File: config.mk
export PLATFORM = sky130hd
export DESIGN_NAME = ipc_regs
export DESIGN_NICKNAME = d
export VERILOG_FILES = /design/src/ipc_regs.v /design/src/ipc_gain_eff.v /design/src/ipc_chan_gate.v
export VERILOG_INCLUDE_DIRS = /design/src
export SDC_FILE = /design/constraint.sdc
export NUM_CORES = 1
export LEC_CHECK = 0
export BUFFER_PORTS_ARGS = -buffer_cell sky130_fd_sc_hd__buf_4
export CORE_AREA = 2 2 105 107
export DETAILED_ROUTE_END_ITERATION = 6
export DIE_AREA = 0 0 107 109
export PLACE_DENSITY = 0.75
export SKIP_LAST_GASP = 1
export SLEW_MARGIN = 10
export SYNTH_ARGS = -nofsm -noshare
export SYNTH_HDL_FRONTEND = slang
export SYNTH_SLANG_ARGS = --single-unit
File: constraint.sdc
create_clock -name ref_clk -period 1.5 [get_ports ref_clk]
set_clock_uncertainty 0.2 [all_clocks]
set_input_delay 0.075 -clock ref_clk [delete_from_list [all_inputs] [get_ports ref_clk]]
set_output_delay 0.075 -clock ref_clk [all_outputs]
set_load 0.02 [all_outputs]
File: src/ipc_consts.vh
`ifndef IPC_CONSTS_VH
`define IPC_CONSTS_VH

// Register addresses, byte offsets on the host control port
`define IPC_A_ENABLE      16'h4000
`define IPC_A_STATUS      16'h4004
`define IPC_A_RATE        16'h4008
`define IPC_A_P1_MODE     16'h4020
`define IPC_A_P1L_SRC     16'h4024
`define IPC_A_P1L_GAIN    16'h4028
`define IPC_A_P1R_SRC     16'h4044
`define IPC_A_P1R_GAIN    16'h4048
`define IPC_A_P2_CLK      16'h4060
`define IPC_A_P2L_FILT    16'h4064
`define IPC_A_P2R_FILT    16'h4084

// Field positions
`define IPC_B_RATE_MODE   10
`define IPC_B_OSR_HI      18
`define IPC_B_OSR_LO      16
`define IPC_B_REF_HI      9
`define IPC_B_REF_LO      8
`define IPC_B_KEEP        5
`define IPC_B_DIGITAL     0
`define IPC_B_SRC_HI      29
`define IPC_B_SRC_LO      28
`define IPC_B_HPF         2
`define IPC_B_LOWPWR      0
`define IPC_B_GAIN_HI     7
`define IPC_B_GAIN_LO     1

// Reset values
`define IPC_RST_RATE_MODE 1'b1
`define IPC_RST_OSR       3'h5
`define IPC_RST_REF       2'h0
`define IPC_RST_SRC       2'h0
`define IPC_RST_GAIN      7'h40

// Codes
`define IPC_OSR_MID       3'h2
`define IPC_OSR_NORMAL    3'h5
`define IPC_OSR_HIPERF    3'h6
`define IPC_GAIN_MIN_MID  7'h46

// Enable acceptance settle, in ns and in cycles of the 100 MHz clock
`define IPC_CLK_NS        10
`define IPC_ACCEPT_NS     40
`define IPC_ACCEPT_CYC    ((`IPC_ACCEPT_NS + `IPC_CLK_NS - 1) / `IPC_CLK_NS)

`endif

File: src/ipc_regs.v
// Notes on behaviour
// - Four channel enable bits, cleared at reset
// - Read-only per-channel active status, reset zero
// - Bit 10 selects per-channel or global rate
// - Path 1 bit 0 selects analog or digital
// - Analog oversample 010 mid-power, 101 normal
// - Digital oversample code picks density clock
// - Code 110 gives high-performance density mode
// - Bits 9:8 pick level reference rail
// - Path 1 source field picks pin pair
// - Per-channel highpass enable
// - Path 1 low-power bit, analog only
// - Seven-bit gain, 0x40 is 0 dB
// - Mid-power lifts gain to at least 6 dB
// - Slow system clock refuses new enables only
`timescale 1ns/10ps
`default_nettype none
`include "ipc_consts.vh"

module ipc_regs (
  // Clock and reset
  input  wire        ref_clk,
  input  wire        nrst,
  // Host control port
  input  wire        host_wr,
  input  wire        host_rd,
  input  wire [15:0] host_addr,
  input  wire [31:0] host_wdata,
  output reg  [31:0] host_rdata,
  // System clock check
  input  wire        system_clock_ok,
  // Channel control
  output reg  [3:0]  channel_run,
  output reg         per_channel_rate,
  output reg         path1_digital_select,
  output reg  [2:0]  path1_oversample_code,
  output reg  [2:0]  path2_oversample_code,
  output reg  [1:0]  path1_level_reference,
  output reg  [1:0]  path2_level_reference,
  output reg         path1_mid_power,
  output reg         path1_density_hiperf,
  output reg         path2_density_hiperf,
  output reg  [1:0]  path1_left_pin_source,
  output reg  [1:0]  path1_right_pin_source,
  output reg  [3:0]  highpass_on,
  output reg         path1_left_low_power,
  output reg         path1_right_low_power,
  output reg  [6:0]  path1_left_analog_gain,
  output reg  [6:0]  path1_right_analog_gain
);

  ////////////////////////////////////////////////////////////////////////////
  // Stored fields

  reg  [3:0]  enable_r;
  reg         rate_mode_r;
  reg  [2:0]  osr1_r;
  reg  [2:0]  osr2_r;
  reg  [1:0]  ref1_r;
  reg  [1:0]  ref2_r;
  reg         keep1_r;
  reg         keep2_r;
  reg         dig1_r;
  reg  [1:0]  src_l_r;
  reg  [1:0]  src_r_r;
  reg  [3:0]  hpf_r;
  reg         lp_l_r;
  reg         lp_r_r;
  reg  [6:0]  gain_l_r;
  reg  [6:0]  gain_r_r;
  wire [3:0]  active;
  wire [6:0]  gain_l_eff;
  wire [6:0]  gain_r_eff;
  reg  [31:0] rd_nxt;

  ////////////////////////////////////////////////////////////////////////////
  // Shared decodes

  // Code 110 is the fast density clock on either path
  function hiperf_sel;
    input [2:0] osr;
    begin
      hiperf_sel = (osr == `IPC_OSR_HIPERF);
    end
  endfunction

  // Mid-power only exists on the analog input
  function mid_power_sel;
    input       digital;
    input [2:0] osr;
    begin
      mid_power_sel = !digital && (osr == `IPC_OSR_MID);
    end
  endfunction

  // Low power has no meaning on a digital input
  function low_power_sel;
    input lp;
    input digital;
    begin
      low_power_sel = lp && !digital;
    end
  endfunction

  function [31:0] src_word;
    input [1:0] src;
    input       hpf;
    input       lp;
    begin
      src_word                              = 32'h0;
      src_word[`IPC_B_SRC_HI:`IPC_B_SRC_LO] = src;
      src_word[`IPC_B_HPF]                  = hpf;
      src_word[`IPC_B_LOWPWR]               = lp;
    end
  endfunction

  always @(posedge ref_clk or negedge nrst) begin
    if (!nrst) begin
      enable_r    <= 4'h0;
      rate_mode_r <= `IPC_RST_RATE_MODE;
      osr1_r      <= `IPC_RST_OSR;
      osr2_r      <= `IPC_RST_OSR;
      ref1_r      <= `IPC_RST_REF;
      ref2_r      <= `IPC_RST_REF;
      keep1_r     <= 1'b0;
      keep2_r     <= 1'b0;
      dig1_r      <= 1'b0;
      src_l_r     <= `IPC_RST_SRC;
      src_r_r     <= `IPC_RST_SRC;
      hpf_r       <= 4'h0;
      lp_l_r      <= 1'b0;
      lp_r_r      <= 1'b0;
      gain_l_r    <= `IPC_RST_GAIN;
      gain_r_r    <= `IPC_RST_GAIN;
    end else if (host_wr) begin
      // Reserved codes kept verbatim
      case (host_addr)
        `IPC_A_ENABLE: begin
          enable_r <= host_wdata[3:0];
        end
        `IPC_A_RATE: begin
          rate_mode_r <= host_wdata[`IPC_B_RATE_MODE];
        end
        `IPC_A_P1_MODE: begin
          osr1_r  <= host_wdata[`IPC_B_OSR_HI:`IPC_B_OSR_LO];
          ref1_r  <= host_wdata[`IPC_B_REF_HI:`IPC_B_REF_LO];
          keep1_r <= host_wdata[`IPC_B_KEEP];
          dig1_r  <= host_wdata[`IPC_B_DIGITAL];
        end
        `IPC_A_P1L_SRC: begin
          src_l_r  <= host_wdata[`IPC_B_SRC_HI:`IPC_B_SRC_LO];
          hpf_r[1] <= host_wdata[`IPC_B_HPF];
          lp_l_r   <= host_wdata[`IPC_B_LOWPWR];
        end
        `IPC_A_P1L_GAIN: begin
          gain_l_r <= host_wdata[`IPC_B_GAIN_HI:`IPC_B_GAIN_LO];
        end
        `IPC_A_P1R_SRC: begin
          src_r_r  <= host_wdata[`IPC_B_SRC_HI:`IPC_B_SRC_LO];
          hpf_r[0] <= host_wdata[`IPC_B_HPF];
          lp_r_r   <= host_wdata[`IPC_B_LOWPWR];
        end
        `IPC_A_P1R_GAIN: begin
          gain_r_r <= host_wdata[`IPC_B_GAIN_HI:`IPC_B_GAIN_LO];
        end
        `IPC_A_P2_CLK: begin
          osr2_r  <= host_wdata[`IPC_B_OSR_HI:`IPC_B_OSR_LO];
          ref2_r  <= host_wdata[`IPC_B_REF_HI:`IPC_B_REF_LO];
          keep2_r <= host_wdata[`IPC_B_KEEP];
        end
        `IPC_A_P2L_FILT: begin
          hpf_r[3] <= host_wdata[`IPC_B_HPF];
        end
        `IPC_A_P2R_FILT: begin
          hpf_r[2] <= host_wdata[`IPC_B_HPF];
        end
        default: begin
          enable_r <= enable_r;
        end
      endcase
    end
  end

  ////////////////////////////////////////////////////////////////////////////
  // Enable acceptance, one gate per channel

  genvar g;
  generate
    for (g = 0; g < 4; g = g + 1) begin : gate
      ipc_chan_gate u_gate (
        .ref_clk    (ref_clk),
        .nrst       (nrst),
        .enable_req (enable_r[g]),
        .clock_ok   (system_clock_ok),
        .active     (active[g])
      );
    end
  endgenerate

  ////////////////////////////////////////////////////////////////////////////
  // Applied gain

  ipc_gain_eff u_gain_l (
    .gain_code    (gain_l_r),
    .osr_code     (osr1_r),
    .digital_sel  (dig1_r),
    .gain_applied (gain_l_eff)
  );

  ipc_gain_eff u_gain_r (
    .gain_code    (gain_r_r),
    .osr_code     (osr1_r),
    .digital_sel  (dig1_r),
    .gain_applied (gain_r_eff)
  );

  ////////////////////////////////////////////////////////////////////////////
  // Readback; unmapped addresses read zero

  always @* begin
    rd_nxt = 32'h0;
    case (host_addr)
      `IPC_A_ENABLE:   rd_nxt[3:0] = enable_r;
      `IPC_A_STATUS:   rd_nxt[3:0] = active;
      `IPC_A_RATE:     rd_nxt[`IPC_B_RATE_MODE] = rate_mode_r;
      `IPC_A_P1_MODE: begin
        rd_nxt[`IPC_B_OSR_HI:`IPC_B_OSR_LO] = osr1_r;
        rd_nxt[`IPC_B_REF_HI:`IPC_B_REF_LO] = ref1_r;
        rd_nxt[`IPC_B_KEEP]                 = keep1_r;
        rd_nxt[`IPC_B_DIGITAL]              = dig1_r;
      end
      `IPC_A_P1L_SRC:  rd_nxt = src_word(src_l_r, hpf_r[1], lp_l_r);
      `IPC_A_P1L_GAIN: rd_nxt[`IPC_B_GAIN_HI:`IPC_B_GAIN_LO] = gain_l_r;
      `IPC_A_P1R_SRC:  rd_nxt = src_word(src_r_r, hpf_r[0], lp_r_r);
      `IPC_A_P1R_GAIN: rd_nxt[`IPC_B_GAIN_HI:`IPC_B_GAIN_LO] = gain_r_r;
      `IPC_A_P2_CLK: begin
        rd_nxt[`IPC_B_OSR_HI:`IPC_B_OSR_LO] = osr2_r;
        rd_nxt[`IPC_B_REF_HI:`IPC_B_REF_LO] = ref2_r;
        rd_nxt[`IPC_B_KEEP]                 = keep2_r;
      end
      `IPC_A_P2L_FILT: rd_nxt[`IPC_B_HPF] = hpf_r[3];
      `IPC_A_P2R_FILT: rd_nxt[`IPC_B_HPF] = hpf_r[2];
      default:         rd_nxt = 32'h0;
    endcase
  end

  ////////////////////////////////////////////////////////////////////////////
  // Registered outputs, one cycle behind the stored fields

  always @(posedge ref_clk or negedge nrst) begin
    if (!nrst) begin
      host_rdata              <= 32'h0;
      channel_run             <= 4'h0;
      per_channel_rate        <= `IPC_RST_RATE_MODE;
      path1_digital_select    <= 1'b0;
      path1_oversample_code   <= `IPC_RST_OSR;
      path2_oversample_code   <= `IPC_RST_OSR;
      path1_level_reference   <= `IPC_RST_REF;
      path2_level_reference   <= `IPC_RST_REF;
      path1_mid_power         <= 1'b0;
      path1_density_hiperf    <= 1'b0;
      path2_density_hiperf    <= 1'b0;
      path1_left_pin_source   <= `IPC_RST_SRC;
      path1_right_pin_source  <= `IPC_RST_SRC;
      highpass_on             <= 4'h0;
      path1_left_low_power    <= 1'b0;
      path1_right_low_power   <= 1'b0;
      path1_left_analog_gain  <= `IPC_RST_GAIN;
      path1_right_analog_gain <= `IPC_RST_GAIN;
    end else begin
      if (host_rd) begin
        host_rdata <= rd_nxt;
      end
      channel_run             <= active;
      per_channel_rate        <= rate_mode_r;
      path1_digital_select    <= dig1_r;
      path1_oversample_code   <= osr1_r;
      path2_oversample_code   <= osr2_r;
      path1_level_reference   <= ref1_r;
      path2_level_reference   <= ref2_r;
      path1_mid_power         <= mid_power_sel(dig1_r, osr1_r);
      path1_density_hiperf    <= dig1_r && hiperf_sel(osr1_r);
      path2_density_hiperf    <= hiperf_sel(osr2_r);
      path1_left_pin_source   <= src_l_r;
      path1_right_pin_source  <= src_r_r;
      highpass_on             <= hpf_r;
      path1_left_low_power    <= low_power_sel(lp_l_r, dig1_r);
      path1_right_low_power   <= low_power_sel(lp_r_r, dig1_r);
      path1_left_analog_gain  <= gain_l_eff;
      path1_right_analog_gain <= gain_r_eff;
    end
  end

endmodule
`default_nettype wire

File: src/ipc_gain_eff.v
`timescale 1ns/10ps
`default_nettype none
`include "ipc_consts.vh"

module ipc_gain_eff (
  // Programmed setting
  input  wire [6:0] gain_code,
  input  wire [2:0] osr_code,
  input  wire       digital_sel,
  // Gain as applied to the amplifier
  output wire [6:0] gain_applied
);

  wire mid_power;

  assign mid_power = !digital_sel && (osr_code == `IPC_OSR_MID);
  // Floor at 6 dB; reserved codes below 0x40 are lifted too
  assign gain_applied = (mid_power && gain_code < `IPC_GAIN_MIN_MID) ? `IPC_GAIN_MIN_MID : gain_code;

endmodule
`default_nettype wire

File: src/ipc_chan_gate.v
`timescale 1ns/10ps
`default_nettype none
`include "ipc_consts.vh"

module ipc_chan_gate (
  // Clock and reset
  input  wire ref_clk,
  input  wire nrst,
  // Request and clock check
  input  wire enable_req,
  input  wire clock_ok,
  // Result
  output reg  active
);

  localparam integer accept_last = `IPC_ACCEPT_CYC - 1;

  reg [2:0] settle_r;

  always @(posedge ref_clk or negedge nrst) begin
    if (!nrst) begin
      active   <= 1'b0;
      settle_r <= 3'h0;
    end else if (!enable_req) begin
      active   <= 1'b0;
      settle_r <= 3'h0;
    end else if (!active) begin
      // Running channels are left alone when the clock check drops
      if (!clock_ok) begin
        settle_r <= 3'h0;
      end else if ({29'h0, settle_r} == accept_last) begin
        active <= 1'b1;
      end else begin
        settle_r <= settle_r + 3'h1;
      end
    end
  end

endmodule
`default_nettype wire

==> results.md <==
* Status: complete, but fails checks
* Failing checks: negative hold slack, negative setup slack
* Skew-Pair Late Insertion Delay at 0.52 ns
* Clock buffer depth at 2
* Fmax achieved at around 650 MHz
* Pwr Total at 7.562 mW
* CTS sink cnt at 117
* Hold Slack at -0.06584 ns
* Via count of the first global-routing pass at 3855
* Simple-gate area share of the yosys netlist at 0.1331
* Buffers added on ports at 95
* Critical Path Fanout Max at 4
* Total Wirelength at ~12000 µm
* Worst hold start: host_addr[13]
* Initial core utilization at 0.4681
* Vias/cell at 5.133
* Syn avg cell area at 12.73 µm²
* Reg area at just under 0.003 mm²
* CTS H-Tree Depth at 4
* Worst slack, placed at -0.6021 ns
* Post-Syn Instances at 390
* Fin. Hold Viols at 2
* Reg clk slew, reported paths at about 0.060 ns
* 1st-pass router iterations at 5
* Post-synthesis register bit count at 117
* Hold Path End: host_rdata[10]
* Die span in x at ~110 µm
* CTS Buf Count at 17
* Via count at 3773
* VDD IR-drop max at around 730 µV
* Hold/Removal Path Class: primary input to flip-flop
* P&R area growth vs syn at 49.33%
* Pin count of the biggest net entering global routing at 62
* Remaining global-route overflow at 0
* Worst hold stages at 6
* CP Capture Type: flip-flop
* TritonCTS clock tree: done
* Die H at approximately 110 µm
* Initial antenna violation count at 0
* Number of synthesized flops with an enable pin at 0
* Reg2reg start: gate[1].u_gate.settle_r[1]
* Static Leak at 3.692 nW
* Top-level I/O count at between 100 and 150
* Commonest cells after routing, fill and taps aside: 149 x buf_4, 103 x dfrtp_1, 44 x mux2_2
* Post-route clock period utilization at 1.033
* Design area at 0.007412 mm²
* DR WL/cell at 16.85 µm
* Worst path slowest cell: or4b_4
* Post-layout min period at 1.549 ns
* Ant diodes at 0
* Req. time, crit path at 1.70 ns
* Area fraction of the dominant cell type after synthesis at 0.5193
* Crit-path max cell delay at 0.57 ns
* CTS root buf: clkbuf_8
* Compound-Gate Fraction of Synth Area at 0.09453
* Main combinational cell family by area after synthesis: simple AND/OR/NAND/NOR gates
* RSZ-0062 raised after global routing: yes
* Critical Path, Cell by Cell: buf_6 > or4b_4 > buf_6 > nor3_4 > nand2_2 > nor4bb_4 > mux2_4
* Core area at 0.01060 mm²
* Cell row count at 38
* Commonest non-fill, non-tap cell in the layout: buf_4
* Mapped Area at 0.004964 mm²
* Yosys cell types at 49
* DIE AREA at between 0.01 and 0.015 mm²
* Synth top area cells: dfrtp_1 52%, mux2_2 11%, dfstp_2 7.4%
* Final setup margin at -0.04884 ns
* Max_slew headroom at 0.5535
* Crit start category: primary input
* PD cells at 1020 mW/mm²
* Routability Congestion at 0.8116
* # fillers at roughly 700
* R2r setup slk at -0.03 ns
* Placed cell area at between 0.006 and 0.007 mm²
* First-pass GRT wire length at 19420 µm
* Dominant cell type by area after synthesis: dfrtp_1
* Arr. time, crit path at about 1.8 ns
* Remaining antenna violation count after routing at 0
* Post-synthesis sequential area ratio at 0.5934
* Crit Path Class: primary input to flip-flop
* Mux cell area share after synthesis at 0.1127
* Max-slew violation count at 0
* Synth Warn # at 0
* Most used cell along the critical path: buf_6
* Worst-Margin Slew at 0.6676 ns
* Max_cap viols at 0
* Top_reg_cell synth: dfrtp_1
* Critical Path Start: host_addr[15]
* Post-synth ARST share at 1.000
* Setup_tns at -0.3824 ns
* Ratio of cells with drive above 1 in the final layout at 0.5176
* Placed wire-length estimate at 8237 µm
* Final #Nets at 643
* Post-Synth XOR/XNOR Area at 0.001765
* Area of the multi-input gates at 0.002161 mm²
* Worst Reg-to-Reg Cells at 5
* 1st-iter DRT viols at 222
* Global-route usage over all layers at 0.2203
* Drt drc at 0
* FF-to-FF End: gate[1].u_gate.settle_r[2]
* Final setup vio count at 19
* Area share of fa/ha/maj cells after synthesis at 0.02017
## how the worst max path moves through the flow
stage                                 end  slack (ns)
3_3_place_gp                    ref2_r[0]       -0.60
2_1_floorplan                      dig1_r       -0.45
3_5_place_dp                       lp_l_r       -0.60
6_report                         hpf_r[2]       -0.05
4_1_cts        gate[1].u_gate.settle_r[2]       -0.04
5_1_grt                     host_rdata[5]       -0.14
## flip-flops by register name, summed over array words and instances (netlist names), 7 cells and up
| signal | count |
|---|---|
| gate.u_gate.settle_r | 12 |
| gain_r_r | 7 |
| path1_left_analog_gain | 7 |
| host_rdata | 16 |
| path1_right_analog_gain | 7 |
| gain_l_r | 7 |
## critical path, delay by kind of cell
family                 cells  cell delay [ns]
buffers and inverters      2             0.24
AND/OR/NAND/NOR            4             1.13
multiplexers               1             0.32
## metal layers
metal | part of all wire | up-vias | routed length [µm] | global-route usage
met4 | 0.022 | 0 | 274 | 0.07236
met1 | 0.41 | 1863 | 5046 | 0.2711
met2 | 0.51 | 127 | 6304 | 0.3685
li1 | - | 1758 | - | -
met3 | 0.061 | 25 | 759 | 0.07352
met5 | 0 | - | 0 | 0
## what timing repair did
| action | CTS | global route |
|---|---|---|
| pin swaps | 14 | 15 |
| setup buffers | 2 | 2 |
| endpoints found under the setup margin | 59 | 75 |
| gates cloned | 0 | 2 |
| hold endpoints to repair | 191 | 18 |
| hold buffers | 26 | 1 |
| gates resized for setup | 25 | 32 |
## cells by family (layout without fill, tap and decap cells)
group | count (synthesis) | count (layout)
fa+ha+maj | 8 | 8
other cells | 1 | 16
xor+xnor | 1 | 1
mux | 50 | 50
flops | 117 | 117
buf+inv | 39 | 228
simple gates | 108 | 109
compound gates | 66 | 66
## Yosys cell counts (2+ instances only)
cell type	count
dfrtp_1	103
and3_1	2
o22ai_1	3
or3_1	2
nand2b_1	4
mux2i_1	3
nand2_2	3
nor2b_1	26
o31ai_1	6
mux2_2	47
nand3_1	2
nand2_1	10
dfstp_2	14
a222oi_1	3
ha_1	8
a2111o_1	2
a221oi_1	2
nor2_1	26
clkbuf_1	8
a22o_1	4
or2_2	4
a21o_1	2
buf_4	16
nor3_4	4
inv_1	12
a21oi_1	16
nor3_1	9
or4b_4	2
nor4_1	2
a22oi_1	25
a31oi_1	2
## per-stage QoR
step	utilization	cells	hold WS [ns]
floorplan	-	405	-0.4206
global placement	0.5909	672	-0.2248
detailed placement	0.5909	672	-0.2221
CTS	0.6820	731	-0.2531
global route	0.6991	735	-0.05011
finish	0.6991	735	-0.06584
## where the power goes
group	switching, mW	internal (mW)	leakage (nW)
registers	0.0140	3.18	1.57
logic	0.260	0.200	1.86
clock network	1.39	2.51	0.266
total	1.66	5.90	3.69
## layout make-up
type	instances	area share
Multi-Input combinational cell	250	0.2915
Clock inverter	13	0.02144
Clock buffer	19	0.05689
Inverter	12	0.006077
Timing Repair Buffer	184	0.2031
Sequential cell	117	0.3974
Tap cell	140	0.02363
(Power assumes the default switching activity.)
